<file path="src/adcc_pkg.sv">
// shared constants and types for the converter command and readout control
package adcc_pkg;

  // ---------------------------------------------------------------
  // clock and timing
  // ---------------------------------------------------------------
  localparam int ADCC_CLK_PERIOD_NS = 8;
  localparam int ADCC_PWRUP_NS = 1400;
  localparam int ADCC_PWRUP_CYC =
    (ADCC_PWRUP_NS + ADCC_CLK_PERIOD_NS - 1) / ADCC_CLK_PERIOD_NS;
  localparam logic [7:0] ADCC_PWRUP_CNT = 8'(ADCC_PWRUP_CYC);
  // straps are taken until the three-stage filter has settled
  localparam logic [2:0] ADCC_STRAP_WAIT = 3'h6;

  // ---------------------------------------------------------------
  // command byte field positions
  // ---------------------------------------------------------------
  localparam int ADCC_BIT_MODE = 7;
  localparam int ADCC_BIT_CH_HI = 6;
  localparam int ADCC_BIT_CH_LO = 4;
  localparam int ADCC_BIT_REF = 3;
  localparam int ADCC_BIT_CONV = 2;

  // bit counter values at which fields are complete
  localparam logic [2:0] ADCC_CNT_CHAN = 3'h3;
  localparam logic [2:0] ADCC_CNT_CONV = 3'h5;
  localparam logic [2:0] ADCC_CNT_LAST = 3'h7;

  // ---------------------------------------------------------------
  // address and reset values
  // ---------------------------------------------------------------
  // device type prefix: value is arbitrary
  localparam logic [4:0] ADCC_ADDR_PREFIX = 5'h0d;
  localparam logic [11:0] ADCC_RESULT_RST = 12'h000;
  localparam logic [3:0] ADCC_BYTE0_PAD = 4'h0;

  // serial slave states
  typedef enum logic [2:0] {
    ST_IDLE, ST_ADDR, ST_ADDR_ACK, ST_CMD, ST_CMD_ACK, ST_TX, ST_TX_ACK
  } adcc_state_t;

endpackage

</file>
<file path="src/adcc_ctrl.sv">
// serial slave, command decode, conversion and reference control
`timescale 1ns/1ps
// Summary of operation
// - mode bit 0 selects differential pairs, 1 selects single-ended.
// - reference and converter power bits decode the four power modes.
// - differential pairs inputs 2k,2k+1; top channel bit picks polarity.
// - single-ended routes input {low two bits, top bit} against common.
// - four-input variant accepts only codes addressing inputs 0 to 3.
// - write addressing powers converter; conversion requested at low bit, starts once powered.
// - acknowledge only a matching address byte.
// - read-addressed device transmits result bytes to the master.
// - result goes out as two bytes, upper part first.
// - first byte is four zeros then bits 11..8; second bits 7..0.
// - converter powers when its bit arrives; needs 1.4 us.
// - reference is off after power-up.
// - reference turns on at stop or restart after bit set.
// - further commands with reference bit set just keep it on.
// - any command with reference bit clear turns reference off.
// - address is prefix, two strapped select bits, direction bit.
// - matching address and command bytes are acknowledged low on ninth clock.
module adcc_ctrl #(
  parameter bit P_EIGHT_INPUTS = 1'b1
) (
  // clock and reset
  input wire logic i_core_clk,
  input wire logic i_rst_n,
  // serial bus pins and address straps
  input wire logic i_scl,
  input wire logic i_sda,
  output logic o_sda,
  output logic o_sda_oe_n,
  input wire logic i_address_select_high,
  input wire logic i_address_select_low,
  // converter core
  output logic o_conv_start,
  input wire logic i_conv_done,
  input wire logic [11:0] i_conv_result,
  output logic o_conv_power,
  output logic o_ref_power,
  // input multiplexer
  output logic o_input_mode_select,
  output logic [2:0] o_mux_pos_sel,
  output logic [2:0] o_mux_neg_sel,
  output logic o_mux_neg_common,
  // status
  output logic o_chan_unsupported,
  output logic o_result_valid
);
  import adcc_pkg::*;

  // ---------------------------------------------------------------
  // pin synchronisation and edge detection
  // ---------------------------------------------------------------
  logic [3:0] pin_level;
  logic scl_f;
  logic sda_f;
  logic scl_prev_reg;
  logic sda_prev_reg;
  logic scl_rise;
  logic scl_fall;
  logic start_det;
  logic stop_det;
  logic [1:0] addr_sel_reg;
  logic [2:0] strap_cnt_reg;

  adcc_sync #(.W(4), .RST_VAL(4'hf)) u_sync (
    .i_core_clk(i_core_clk),
    .i_rst_n(i_rst_n),
    .i_async({i_scl, i_sda, i_address_select_high, i_address_select_low}),
    .o_level(pin_level)
  );
  assign scl_f = pin_level[3];
  assign sda_f = pin_level[2];

  // previous levels for edge finding
  always_ff @(posedge i_core_clk)
  begin
    if (!i_rst_n)
    begin
      scl_prev_reg <= 1'b1;
      sda_prev_reg <= 1'b1;
    end
    else
    begin
      scl_prev_reg <= scl_f;
      sda_prev_reg <= sda_f;
    end
  end

  // bus conditions: data edge while clock stays high
  assign scl_rise = scl_f && !scl_prev_reg;
  assign scl_fall = !scl_f && scl_prev_reg;
  assign start_det = scl_f && scl_prev_reg && sda_prev_reg && !sda_f;
  assign stop_det = scl_f && scl_prev_reg && !sda_prev_reg && sda_f;

  always_ff @(posedge i_core_clk)
  begin
    if (!i_rst_n)
    begin
      strap_cnt_reg <= 3'h0;
      addr_sel_reg <= 2'h0;
    end
    else if (strap_cnt_reg != ADCC_STRAP_WAIT)
    begin
      strap_cnt_reg <= strap_cnt_reg + 3'h1;
      addr_sel_reg <= pin_level[1:0];
    end
  end

  // ---------------------------------------------------------------
  // serial slave state machine
  // ---------------------------------------------------------------
  adcc_state_t st_reg;
  logic [2:0] bit_cnt_reg;
  logic [7:0] rx_shift_reg;
  logic [7:0] tx_shift_reg;
  logic full_reg;
  logic rw_reg;
  logic drive_low_reg;
  logic byte_sel_reg;
  logic addr_match;
  logic tx_load;
  logic [7:0] next_byte;
  logic [7:0] cmd_byte;
  logic cmd_done;
  logic chan_rx;
  logic conv_rx;
  logic [11:0] result_reg;

  assign addr_match = rx_shift_reg[7:1] == {ADCC_ADDR_PREFIX, addr_sel_reg};
  assign cmd_byte = {rx_shift_reg[6:0], sda_f};
  assign chan_rx = scl_rise && st_reg == ST_CMD && bit_cnt_reg == ADCC_CNT_CHAN;
  assign conv_rx = scl_rise && st_reg == ST_CMD && bit_cnt_reg == ADCC_CNT_CONV;
  assign cmd_done = scl_rise && st_reg == ST_CMD && bit_cnt_reg == ADCC_CNT_LAST;
  // transmit after read address; byte order
  assign tx_load = scl_fall && ((st_reg == ST_ADDR_ACK && rw_reg) ||
                                (st_reg == ST_TX_ACK && full_reg));
  assign next_byte = byte_sel_reg ? result_reg[7:0]
                                  : {ADCC_BYTE0_PAD, result_reg[11:8]};

  // byte framing, acknowledge and transmit
  always_ff @(posedge i_core_clk)
  begin
    if (!i_rst_n)
    begin
      st_reg <= ST_IDLE;
      bit_cnt_reg <= 3'h0;
      rx_shift_reg <= 8'h00;
      tx_shift_reg <= 8'h00;
      full_reg <= 1'b0;
      rw_reg <= 1'b0;
      drive_low_reg <= 1'b0;
      byte_sel_reg <= 1'b0;
    end
    else if (start_det)
    begin
      st_reg <= ST_ADDR;
      bit_cnt_reg <= 3'h0;
      full_reg <= 1'b0;
      drive_low_reg <= 1'b0;
      byte_sel_reg <= 1'b0;
    end
    else if (stop_det)
    begin
      st_reg <= ST_IDLE;
      drive_low_reg <= 1'b0;
    end
    else if (tx_load)
    begin
      st_reg <= ST_TX;
      bit_cnt_reg <= 3'h0;
      full_reg <= 1'b0;
      tx_shift_reg <= {next_byte[6:0], 1'b0};
      drive_low_reg <= !next_byte[7];
      byte_sel_reg <= !byte_sel_reg;
    end
    else
    begin
      unique case (st_reg)
        ST_IDLE: ;
        ST_ADDR, ST_CMD:
        begin
          if (scl_rise)
          begin
            rx_shift_reg <= cmd_byte;
            bit_cnt_reg <= bit_cnt_reg + 3'h1;
            full_reg <= bit_cnt_reg == ADCC_CNT_LAST;
          end
          else if (scl_fall && full_reg)
          begin
            full_reg <= 1'b0;
            if (st_reg == ST_CMD || addr_match)
            begin
              // hold data low through ninth clock
              drive_low_reg <= 1'b1;
              st_reg <= (st_reg == ST_CMD) ? ST_CMD_ACK : ST_ADDR_ACK;
              if (st_reg == ST_ADDR)
                rw_reg <= rx_shift_reg[0];
            end
            else
              st_reg <= ST_IDLE;
          end
        end
        ST_ADDR_ACK, ST_CMD_ACK:
        begin
          if (scl_fall)
          begin
            drive_low_reg <= 1'b0;
            st_reg <= ST_CMD;
            bit_cnt_reg <= 3'h0;
          end
        end
        ST_TX:
        begin
          if (scl_rise)
          begin
            bit_cnt_reg <= bit_cnt_reg + 3'h1;
            full_reg <= bit_cnt_reg == ADCC_CNT_LAST;
          end
          else if (scl_fall && full_reg)
          begin
            drive_low_reg <= 1'b0;
            full_reg <= 1'b0;
            st_reg <= ST_TX_ACK;
          end
          else if (scl_fall)
          begin
            drive_low_reg <= !tx_shift_reg[7];
            tx_shift_reg <= {tx_shift_reg[6:0], 1'b0};
          end
        end
        ST_TX_ACK:
        begin
          // master acknowledge low means another byte
          if (scl_rise)
            full_reg <= !sda_f;
          else if (scl_fall)
            st_reg <= ST_IDLE;
        end
      endcase
    end
  end

  assign o_sda = 1'b0;
  assign o_sda_oe_n = !drive_low_reg;

  // ---------------------------------------------------------------
  // command fields and multiplexer
  // ---------------------------------------------------------------
  logic chan_ok;
  logic pd0_reg;

  // four-input variant has no inputs 4 to 7
  // middle channel bit sits in the shift register's lowest bit here
  assign chan_ok = P_EIGHT_INPUTS || !rx_shift_reg[0];

  // field positions within the command byte
  always_ff @(posedge i_core_clk)
  begin
    if (!i_rst_n)
    begin
      o_input_mode_select <= 1'b0;
      o_mux_pos_sel <= 3'h0;
      o_mux_neg_sel <= 3'h1;
      o_mux_neg_common <= 1'b0;
      o_chan_unsupported <= 1'b0;
      pd0_reg <= 1'b0;
    end
    else
    begin
      if (chan_rx)
      begin
        o_input_mode_select <= cmd_byte[ADCC_BIT_MODE - ADCC_BIT_CH_LO];
        o_mux_neg_common <= cmd_byte[ADCC_BIT_MODE - ADCC_BIT_CH_LO];
        o_mux_pos_sel <= {rx_shift_reg[0], sda_f, rx_shift_reg[1]};
        o_mux_neg_sel <= {rx_shift_reg[0], sda_f, !rx_shift_reg[1]};
        o_chan_unsupported <= !chan_ok;
      end
      // converter power bit acts as soon as it arrives
      if (conv_rx)
        pd0_reg <= sda_f;
    end
  end

  // ---------------------------------------------------------------
  // reference control
  // ---------------------------------------------------------------
  logic ref_pend_reg;

  always_ff @(posedge i_core_clk)
  begin
    if (!i_rst_n)
    begin
      o_ref_power <= 1'b0;
      ref_pend_reg <= 1'b0;
    end
    else if (cmd_done && !cmd_byte[ADCC_BIT_REF])
    begin
      o_ref_power <= 1'b0;
      ref_pend_reg <= 1'b0;
    end
    else if (cmd_done && !o_ref_power)
      ref_pend_reg <= 1'b1;
    else if ((start_det || stop_det) && ref_pend_reg)
    begin
      // turn-on at stop or repeated start
      o_ref_power <= 1'b1;
      ref_pend_reg <= 1'b0;
    end
  end

  // ---------------------------------------------------------------
  // conversion control and converter power
  // ---------------------------------------------------------------
  logic write_sess_reg;
  logic conv_req_reg;
  logic busy_reg;
  logic [7:0] pwr_cnt_reg;
  logic powered;

  // converter bit plus activity decide power
  assign o_conv_power = write_sess_reg || pd0_reg || busy_reg || conv_req_reg;
  assign powered = pwr_cnt_reg == ADCC_PWRUP_CNT;

  // write addressing opens a powered session
  always_ff @(posedge i_core_clk)
  begin
    if (!i_rst_n || start_det || stop_det)
      write_sess_reg <= 1'b0;
    else if (st_reg == ST_ADDR_ACK && !rw_reg)
      write_sess_reg <= 1'b1;
  end

  // power-up time before a conversion may start
  always_ff @(posedge i_core_clk)
  begin
    if (!i_rst_n || !o_conv_power)
      pwr_cnt_reg <= 8'h00;
    else if (!powered)
      pwr_cnt_reg <= pwr_cnt_reg + 8'h01;
  end

  // request at channel low bit, start once powered; a new request wins over the clear
  always_ff @(posedge i_core_clk)
  begin
    if (!i_rst_n)
    begin
      conv_req_reg <= 1'b0;
      busy_reg <= 1'b0;
      o_conv_start <= 1'b0;
      result_reg <= ADCC_RESULT_RST;
      o_result_valid <= 1'b0;
    end
    else
    begin
      o_conv_start <= 1'b0;
      if (conv_req_reg && powered && !busy_reg)
      begin
        o_conv_start <= 1'b1;
        busy_reg <= 1'b1;
        conv_req_reg <= 1'b0;
      end
      else if (busy_reg && i_conv_done)
      begin
        busy_reg <= 1'b0;
        result_reg <= i_conv_result;
        o_result_valid <= 1'b1;
      end
      if (chan_rx && chan_ok)
        conv_req_reg <= 1'b1;
    end
  end
endmodule // adcc_ctrl

</file>
<file path="src/adcc_sync.sv">
// three-stage input synchroniser with agreement filter
`timescale 1ns/1ps
module adcc_sync #(
  parameter int W = 1,
  parameter logic [W-1:0] RST_VAL = '1
) (
  // clock and reset
  input wire logic i_core_clk,
  input wire logic i_rst_n,
  // asynchronous input and filtered level
  input wire logic [W-1:0] i_async,
  output logic [W-1:0] o_level
);
  logic [W-1:0] s1_reg;
  logic [W-1:0] s2_reg;
  logic [W-1:0] s3_reg;

  // shift chain; first stage feeds only the second
  always_ff @(posedge i_core_clk)
  begin
    if (!i_rst_n)
    begin
      s1_reg <= RST_VAL;
      s2_reg <= RST_VAL;
      s3_reg <= RST_VAL;
    end
    else
    begin
      s1_reg <= i_async;
      s2_reg <= s1_reg;
      s3_reg <= s2_reg;
    end
  end

  // a change counts once stages two and three agree, per bit
  for (genvar b = 0; b < W; b++)
  begin : g_filt
    always_ff @(posedge i_core_clk)
    begin
      if (!i_rst_n)
        o_level[b] <= RST_VAL[b];
      else if (s2_reg[b] == s3_reg[b])
        o_level[b] <= s3_reg[b];
    end
  end
endmodule // adcc_sync

</file>
<file path="config.mk">
export PLATFORM = sky130hd
export DESIGN_NAME = adcc_ctrl
export DESIGN_NICKNAME = d
export VERILOG_FILES = /design/src/adcc_pkg.sv /design/src/adcc_ctrl.sv /design/src/adcc_sync.sv
export SDC_FILE = /design/constraint.sdc
export NUM_CORES = 1
export LEC_CHECK = 0
export BUFFER_PORTS_ARGS = -buffer_cell sky130_fd_sc_hd__buf_2
export CAP_MARGIN = 20
export CORE_MARGIN = 2
export CORE_UTILIZATION = 59
export CTS_CLUSTER_DIAMETER = 40
export DETAILED_ROUTE_END_ITERATION = 6
export PLACE_DENSITY = 0.78
export REMOVE_ABC_BUFFERS = 1
export SYNTH_ARGS = -nofsm -noshare
export SYNTH_HDL_FRONTEND = slang
export SYNTH_SLANG_ARGS = --single-unit
</file>
<file path="constraint.sdc">
create_clock -name i_core_clk -period 1.7 [get_ports i_core_clk]
set_input_delay 0.255 -clock i_core_clk [delete_from_list [all_inputs] [get_ports i_core_clk]]
set_output_delay 0.255 -clock i_core_clk [all_outputs]
set_load 0.02 [all_outputs]
</file>
==> flow_metrics.tcl, run 1 <==
set metrics [dict create \
    cp_slowest_cell "or4_4" \
    drive_gt1_share_pct 19.3 \
    postCtsHoldBufs 0 \
    final_cells 521 \
    grt_antenna_before_repair 0 \
    ys_async_sr_fraction_pct 0 \
    status "complete, no violations" \
    synthFlopType "dfxtp_1" \
    nNetsFinal 467 \
    syn_area_um2 3660 \
    ys_top_cells_by_area "dfxtp_1 (44%), a21oi_1 (6.3%), nand2_1 (5.6%)" \
    largest_reg_flops 12 \
    htree_num_levels 3 \
    p_leak_uw 0.00158 \
    fmax_ghz 0.609 \
    cap_violations 0 \
    multi_input_area_um2 1850 \
    cp.arrival_ps 1390 \
    start_util_pct 61.4 \
    core_area_um2 5960 \
    die_x_um 82.8 \
    setup.worst_path.end_class "primary output" \
    wl_per_cell_um 14.9 \
    clkTransAtPathRegs_ps 90 \
    synth_cell_types 67 \
    n_antenna_cell 0 \
    yosysTopAreaCell "dfxtp_1" \
    worstHoldPathType "primary input to flop" \
    gp_congestion 0.908 \
    ir_worst_vdd_mv 0.729 \
    worstSkewPairLatency_ps 350 \
    power.density_nw_per_um2 853 \
    fillers 471 \
    overflow 0 \
    route.detailed.drc 0 \
    switchingPower_uw 786 \
    dieArea_um2 6850 \
    ys_ff_latch 81 \
    numCtsBuffers 9 \
    vias_per_cell 5.75 \
    critical_path_class "flop to primary output" \
    grt_max_degree 42 \
    vias 2998 \
    drt_iter0_markers 236 \
    syn_to_final_growth_pct 12.5 \
    hold_slack_ps 80.1 \
    drv_slew 0 \
    combPwrFrac_pct 2.8 \
    fin_worst_skew_ps 9.64 \
    max_stage_delay_ps 550 \
    clock_path_buffers 2 \
    grt_first_pass_wirelength_mm 12.7 \
    cts-root-buf "clkbuf_8" \
    routed_wl_mm 7.74 \
    dieHeight_um 82.8 \
    num_io_pins 34 \
    rows 28 \
    syn_inst 411 \
    final_area_um2 4120 \
    synth_top_cells_by_count "dfxtp_1 (81), nand2_1 (55), a21oi_1 (46)" \
    seq_area_frac_synth_pct 44.3 \
    cts.sinks 81 \
    switching_share_pct 22.4 \
    crit_chain "or4_4, buf_6" \
    cts_tree "built" \
    internal_power_uw 2720 \
    grt_pass1_vias 2697 \
    fin_util_pct 69.1 \
    power_frac_clock_pct 42.2 \
    first_pass_iters 5 \
    final-seq-area_um2 1630 \
    synth.most_common_cell "dfxtp_1" \
    period_needed_ps 1640 \
    dp_hpwl_mm 5.19 \
    grt_use_total_pct 24.8 \
    startpoint_type "flop" \
    syn_avg_cell_area_um2 8.90 \
    rsz0062_at_grt "no" \
    yosysWarnings 0 \
    fin_crit_sh_pct 96.5 \
    antenna_left 0 \
    setup_violations 0 \
    worstPathMaxFanout 4 \
    synth_edf_count 0 \
    numPortBuffers 31 \
    postCtsSetupRepairBufs 0 \
    p_seq_share_pct 55.0 \
    synth.top_cell.area_share_pct 44.3 \
    reg2reg_slack_ps 110 \
    post-place-cells 505 \
    required_ps 1440 \
    place_area_um2 3880 \
    hold_viol 0 \
]
==> worst max-delay path: cells and delay by family (launching register included) <==
kind / cells / cell delay, ps
and+or+nand+nor: 1 / 550
DFF: 1 / 340
buffers and inverters: 1 / 150
==> power by group through the flow <==
stage	registers, uW	clock network (uW)	logic (uW)
finish	1930	1480	99.1
global route	1930	1570	109
CTS	1930	1500	99.2
detailed placement	1970	0	97.8
global placement	1970	0	92.7
floorplan	1970	0	45.7
==> through the flow <==
stage | power [uW] | setup TNS, ps | setup WS [ps]
finish | 3510 | 0 | 58.8
global route | 3610 | 0 | 5.17
CTS | 3530 | 0 | 14.5
detailed placement | 2070 | 0 | 58.8
global placement | 2070 | 0 | 131
floorplan | 2020 | -307 | -57.7
==> final timing paths <==
kind         cells past startpoint                to                   from
min reg2reg                      1  u_sync.s2_reg[3]       u_sync.s1_reg[3]
max                              2      o_conv_power           conv_req_reg
max reg2reg                      4   tx_shift_reg[5]              st_reg[2]
min                              2  u_sync.s1_reg[1]  i_address_select_high
==> cell type report <==
cell class                 count  area share, %
multi-input combinational    294           45.0
tap                           75           2.28
inverter                       7          0.638
timing repair buffer          48           7.33
clock buffer                  11           3.68
clock inverter                 5           1.46
sequential                    81           39.6
==> placed cells by master, fill, tap and decap left out, types with 4 or more instances in the layout <==
cell      Yosys  routed
a21boi_0      5       5
a21oi_1      46      46
a31oi_1       5       5
buf_2        10      30
buf_4         9      16
clkbuf_8      0      11
dfxtp_1      81      76
dfxtp_2       0       4
ha_1          7       7
inv_1         7       7
mux2i_1      10      10
nand2_1      55      55
nand2b_1     20      20
nand3_1      14      14
nor2_1       26      26
nor3_1        5       5
o21ai_0      12      12
xnor2_1       6       6
xor2_1        7       7
==> routing by layer <==
| metal | share of wire, % | track usage (%) | wire length (um) | vias to the layer above |
|---|---|---|---|---|
| li1 | - | - | - | 1494 |
| met4 | 1.1 | 8.69 | 89 | 0 |
| met1 | 47 | 32.9 | 3600 | 1421 |
| met5 | 0 | 0 | 0 | - |
| met3 | 4.8 | 6.20 | 374 | 6 |
| met2 | 47 | 39.3 | 3670 | 77 |
==> cell families (layout without fill, tap and decap cells) <==
family	count (synthesis)	in the layout	share of synthesized area, %
XOR/XNOR	13	13	3.11
AND/OR/NAND/NOR	158	158	22.7
flip-flops	81	81	44.3
buffers and inverters	37	71	5.47
multiplexers	12	12	3.45
adder cells (fa/ha/maj)	7	7	2.39
other	1	2	0.102
AO/OA/AOI/OAI	102	102	18.4
==> repair_timing <==
item / 4_1_cts / 5_1_grt
hold endpoints to repair: 0 / 0
pin swaps: 0 / 2
setup endpoints to repair: 1 / 13
gates resized for setup: 2 / 8
gates cloned: 0 / 0
No activity file was read; power rests on OpenSTA's default activity.
==> run 2: changes to the inputs <==
CAP_MARGIN = default   (was 20)
REMOVE_ABC_BUFFERS = default   (was 1)
==> run 2 against run 1 <==
  * Critical path depth is the same
  * Fmax rose by 1.1%
  * Clock skew fell by 2.2 ps
  * Cell count is 0.19% higher
  * Critical endpoint unchanged
  * Clock-buffer cell count rose by 1
  * Non-clock buffer count up 1
  * Critical path type unchanged
==> flow_metrics.tcl, run 2 (same netlist as run 1, synthesis figures left out) <==
set metrics [dict create \
    status "complete, no violations" \
    antenna_left 0 \
    max_stage_delay_ps 530 \
    htree_num_levels 3 \
    worstHoldPathType "primary input to flop" \
    core_area_um2 5960 \
    dp_hpwl_mm 5.22 \
    power.density_nw_per_um2 844 \
    finalSetupTns_ps 0 \
    final_cells 522 \
    cts-root-buf "clkbuf_8" \
    numPortBuffers 31 \
    vias 3014 \
    fillers 479 \
    multi_input_area_um2 1850 \
    grt_first_pass_wirelength_mm 12.1 \
    switching_share_pct 21.7 \
    largest_reg_flops 12 \
    post-place-cells 506 \
    drv_slew 0 \
    cts.sinks 81 \
    fin_crit_sh_pct 95.5 \
    wl_per_cell_um 14.4 \
    grt_antenna_before_repair 0 \
    period_needed_ps 1620 \
    startpoint_type "flop" \
    setup.worst_path.end_class "primary output" \
    clock_path_buffers 2 \
    final_cell_mix "dfxtp_1 (77), nand2_1 (55), a21oi_1 (46), buf_2 (30), nor2_1 (26)" \
    first_pass_iters 6 \
    rsz0062_at_grt "no" \
    ir_worst_vdd_mv 0.757 \
    combPwrFrac_pct 2.8 \
    crit_chain "or4_4, buf_6" \
    setup_violations 0 \
    fin_worst_skew_ps 7.45 \
    worstSkewPairLatency_ps 350 \
    internal_power_uw 2720 \
    num_io_pins 34 \
    grt_max_degree 31 \
    dieHeight_um 82.8 \
    grt_use_total_pct 23.2 \
    routed_wl_mm 7.53 \
    nNetsFinal 468 \
    p_seq_share_pct 55.6 \
    clkTransAtPathRegs_ps 80 \
    fmax_ghz 0.616 \
    cap_violations 0 \
    postCtsSetupRepairBufs 0 \
    vias_per_cell 5.77 \
    route.detailed.drc 0 \
    cp_slowest_cell "or4_4" \
    cts_tree "built" \
    die_x_um 82.8 \
    cp_top_family "simple AND/OR/NAND/NOR gates" \
    numCtsBuffers 9 \
    start_util_pct 61.4 \
    hold_viol 0 \
    required_ps 1440 \
    p_leak_uw 0.00159 \
    rows 28 \
    gp_congestion 0.805 \
    path_buf_inv 1 \
    drive_gt1_share_pct 19.0 \
    power_frac_clock_pct 41.7 \
    syn_to_final_growth_pct 12.3 \
    layout_commonest_cell "dfxtp_1" \
    cp.arrival_ps 1370 \
    dieArea_um2 6850 \
    critical_path_class "flop to primary output" \
    final-seq-area_um2 1630 \
    n_antenna_cell 0 \
    worstPathMaxFanout 4 \
    switchingPower_uw 754 \
    overflow 0 \
    drt_iter0_markers 259 \
    grt_pass1_vias 2622 \
]
run 2: worst paths after layout:
check	from	end	slack [ps]	depth (start not counted)
worst max-delay path	conv_req_reg	o_conv_power	80	2
worst min-delay path	i_scl	u_sync.s1_reg[3]	90	2
worst max register to register	st_reg[2]	o_mux_pos_sel[0]	100	5
worst min register to register	u_sync.s1_reg[2]	u_sync.s2_reg[2]	410	1
run 2: stage by stage:
stage | hold slack (ps) | instance area, um2 | power [uW] | util, % | setup slack [ps]
3_5_place_dp | 395 | 3890 | 2070 | 65.3 | 100
5_1_grt | 71.7 | 4110 | 3590 | 69.0 | 18.2
3_3_place_gp | 388 | 3890 | 2070 | 65.3 | 160
2_1_floorplan | 328 | 3660 | 2030 | - | 246
6_report | 86.9 | 4110 | 3470 | 69.0 | 76.4
4_1_cts | 77.4 | 4100 | 3500 | 68.8 | 17.3
run 2: area by class of cell:
cell class	instances	area share, %
clock buffer	12	3.77
clock inverter	4	1.25
inverter	7	0.639
multi-input combinational	294	44.9
sequential	81	39.6
tap	75	2.28
timing repair buffer	49	7.52
run 2: metal layers:
layer  share of wire, %  global-route usage, %  vias up
met5                  0                      0        -
met1                 47                   31.4     1426
met4                1.4                   8.20        0
li1                   -                      -     1498
met3                4.1                   5.43       10
met2                 48                   36.1       80
run 2: power by group through the flow:
stage | Clock (uW) | Sequential [uW] | Combinational, uW
after floorplan | 0 | 1970 | 57.8
after global placement | 0 | 1970 | 93.5
after detailed placement | 0 | 1970 | 96.0
after CTS | 1470 | 1930 | 96.6
after global routing | 1550 | 1930 | 106
final | 1450 | 1930 | 96.0
run 2: timing repair:
item	in CTS	in global routing
resized for setup	2	7
pin swaps	0	1
endpoints found under the setup margin	1	7
hold buffers	0	0
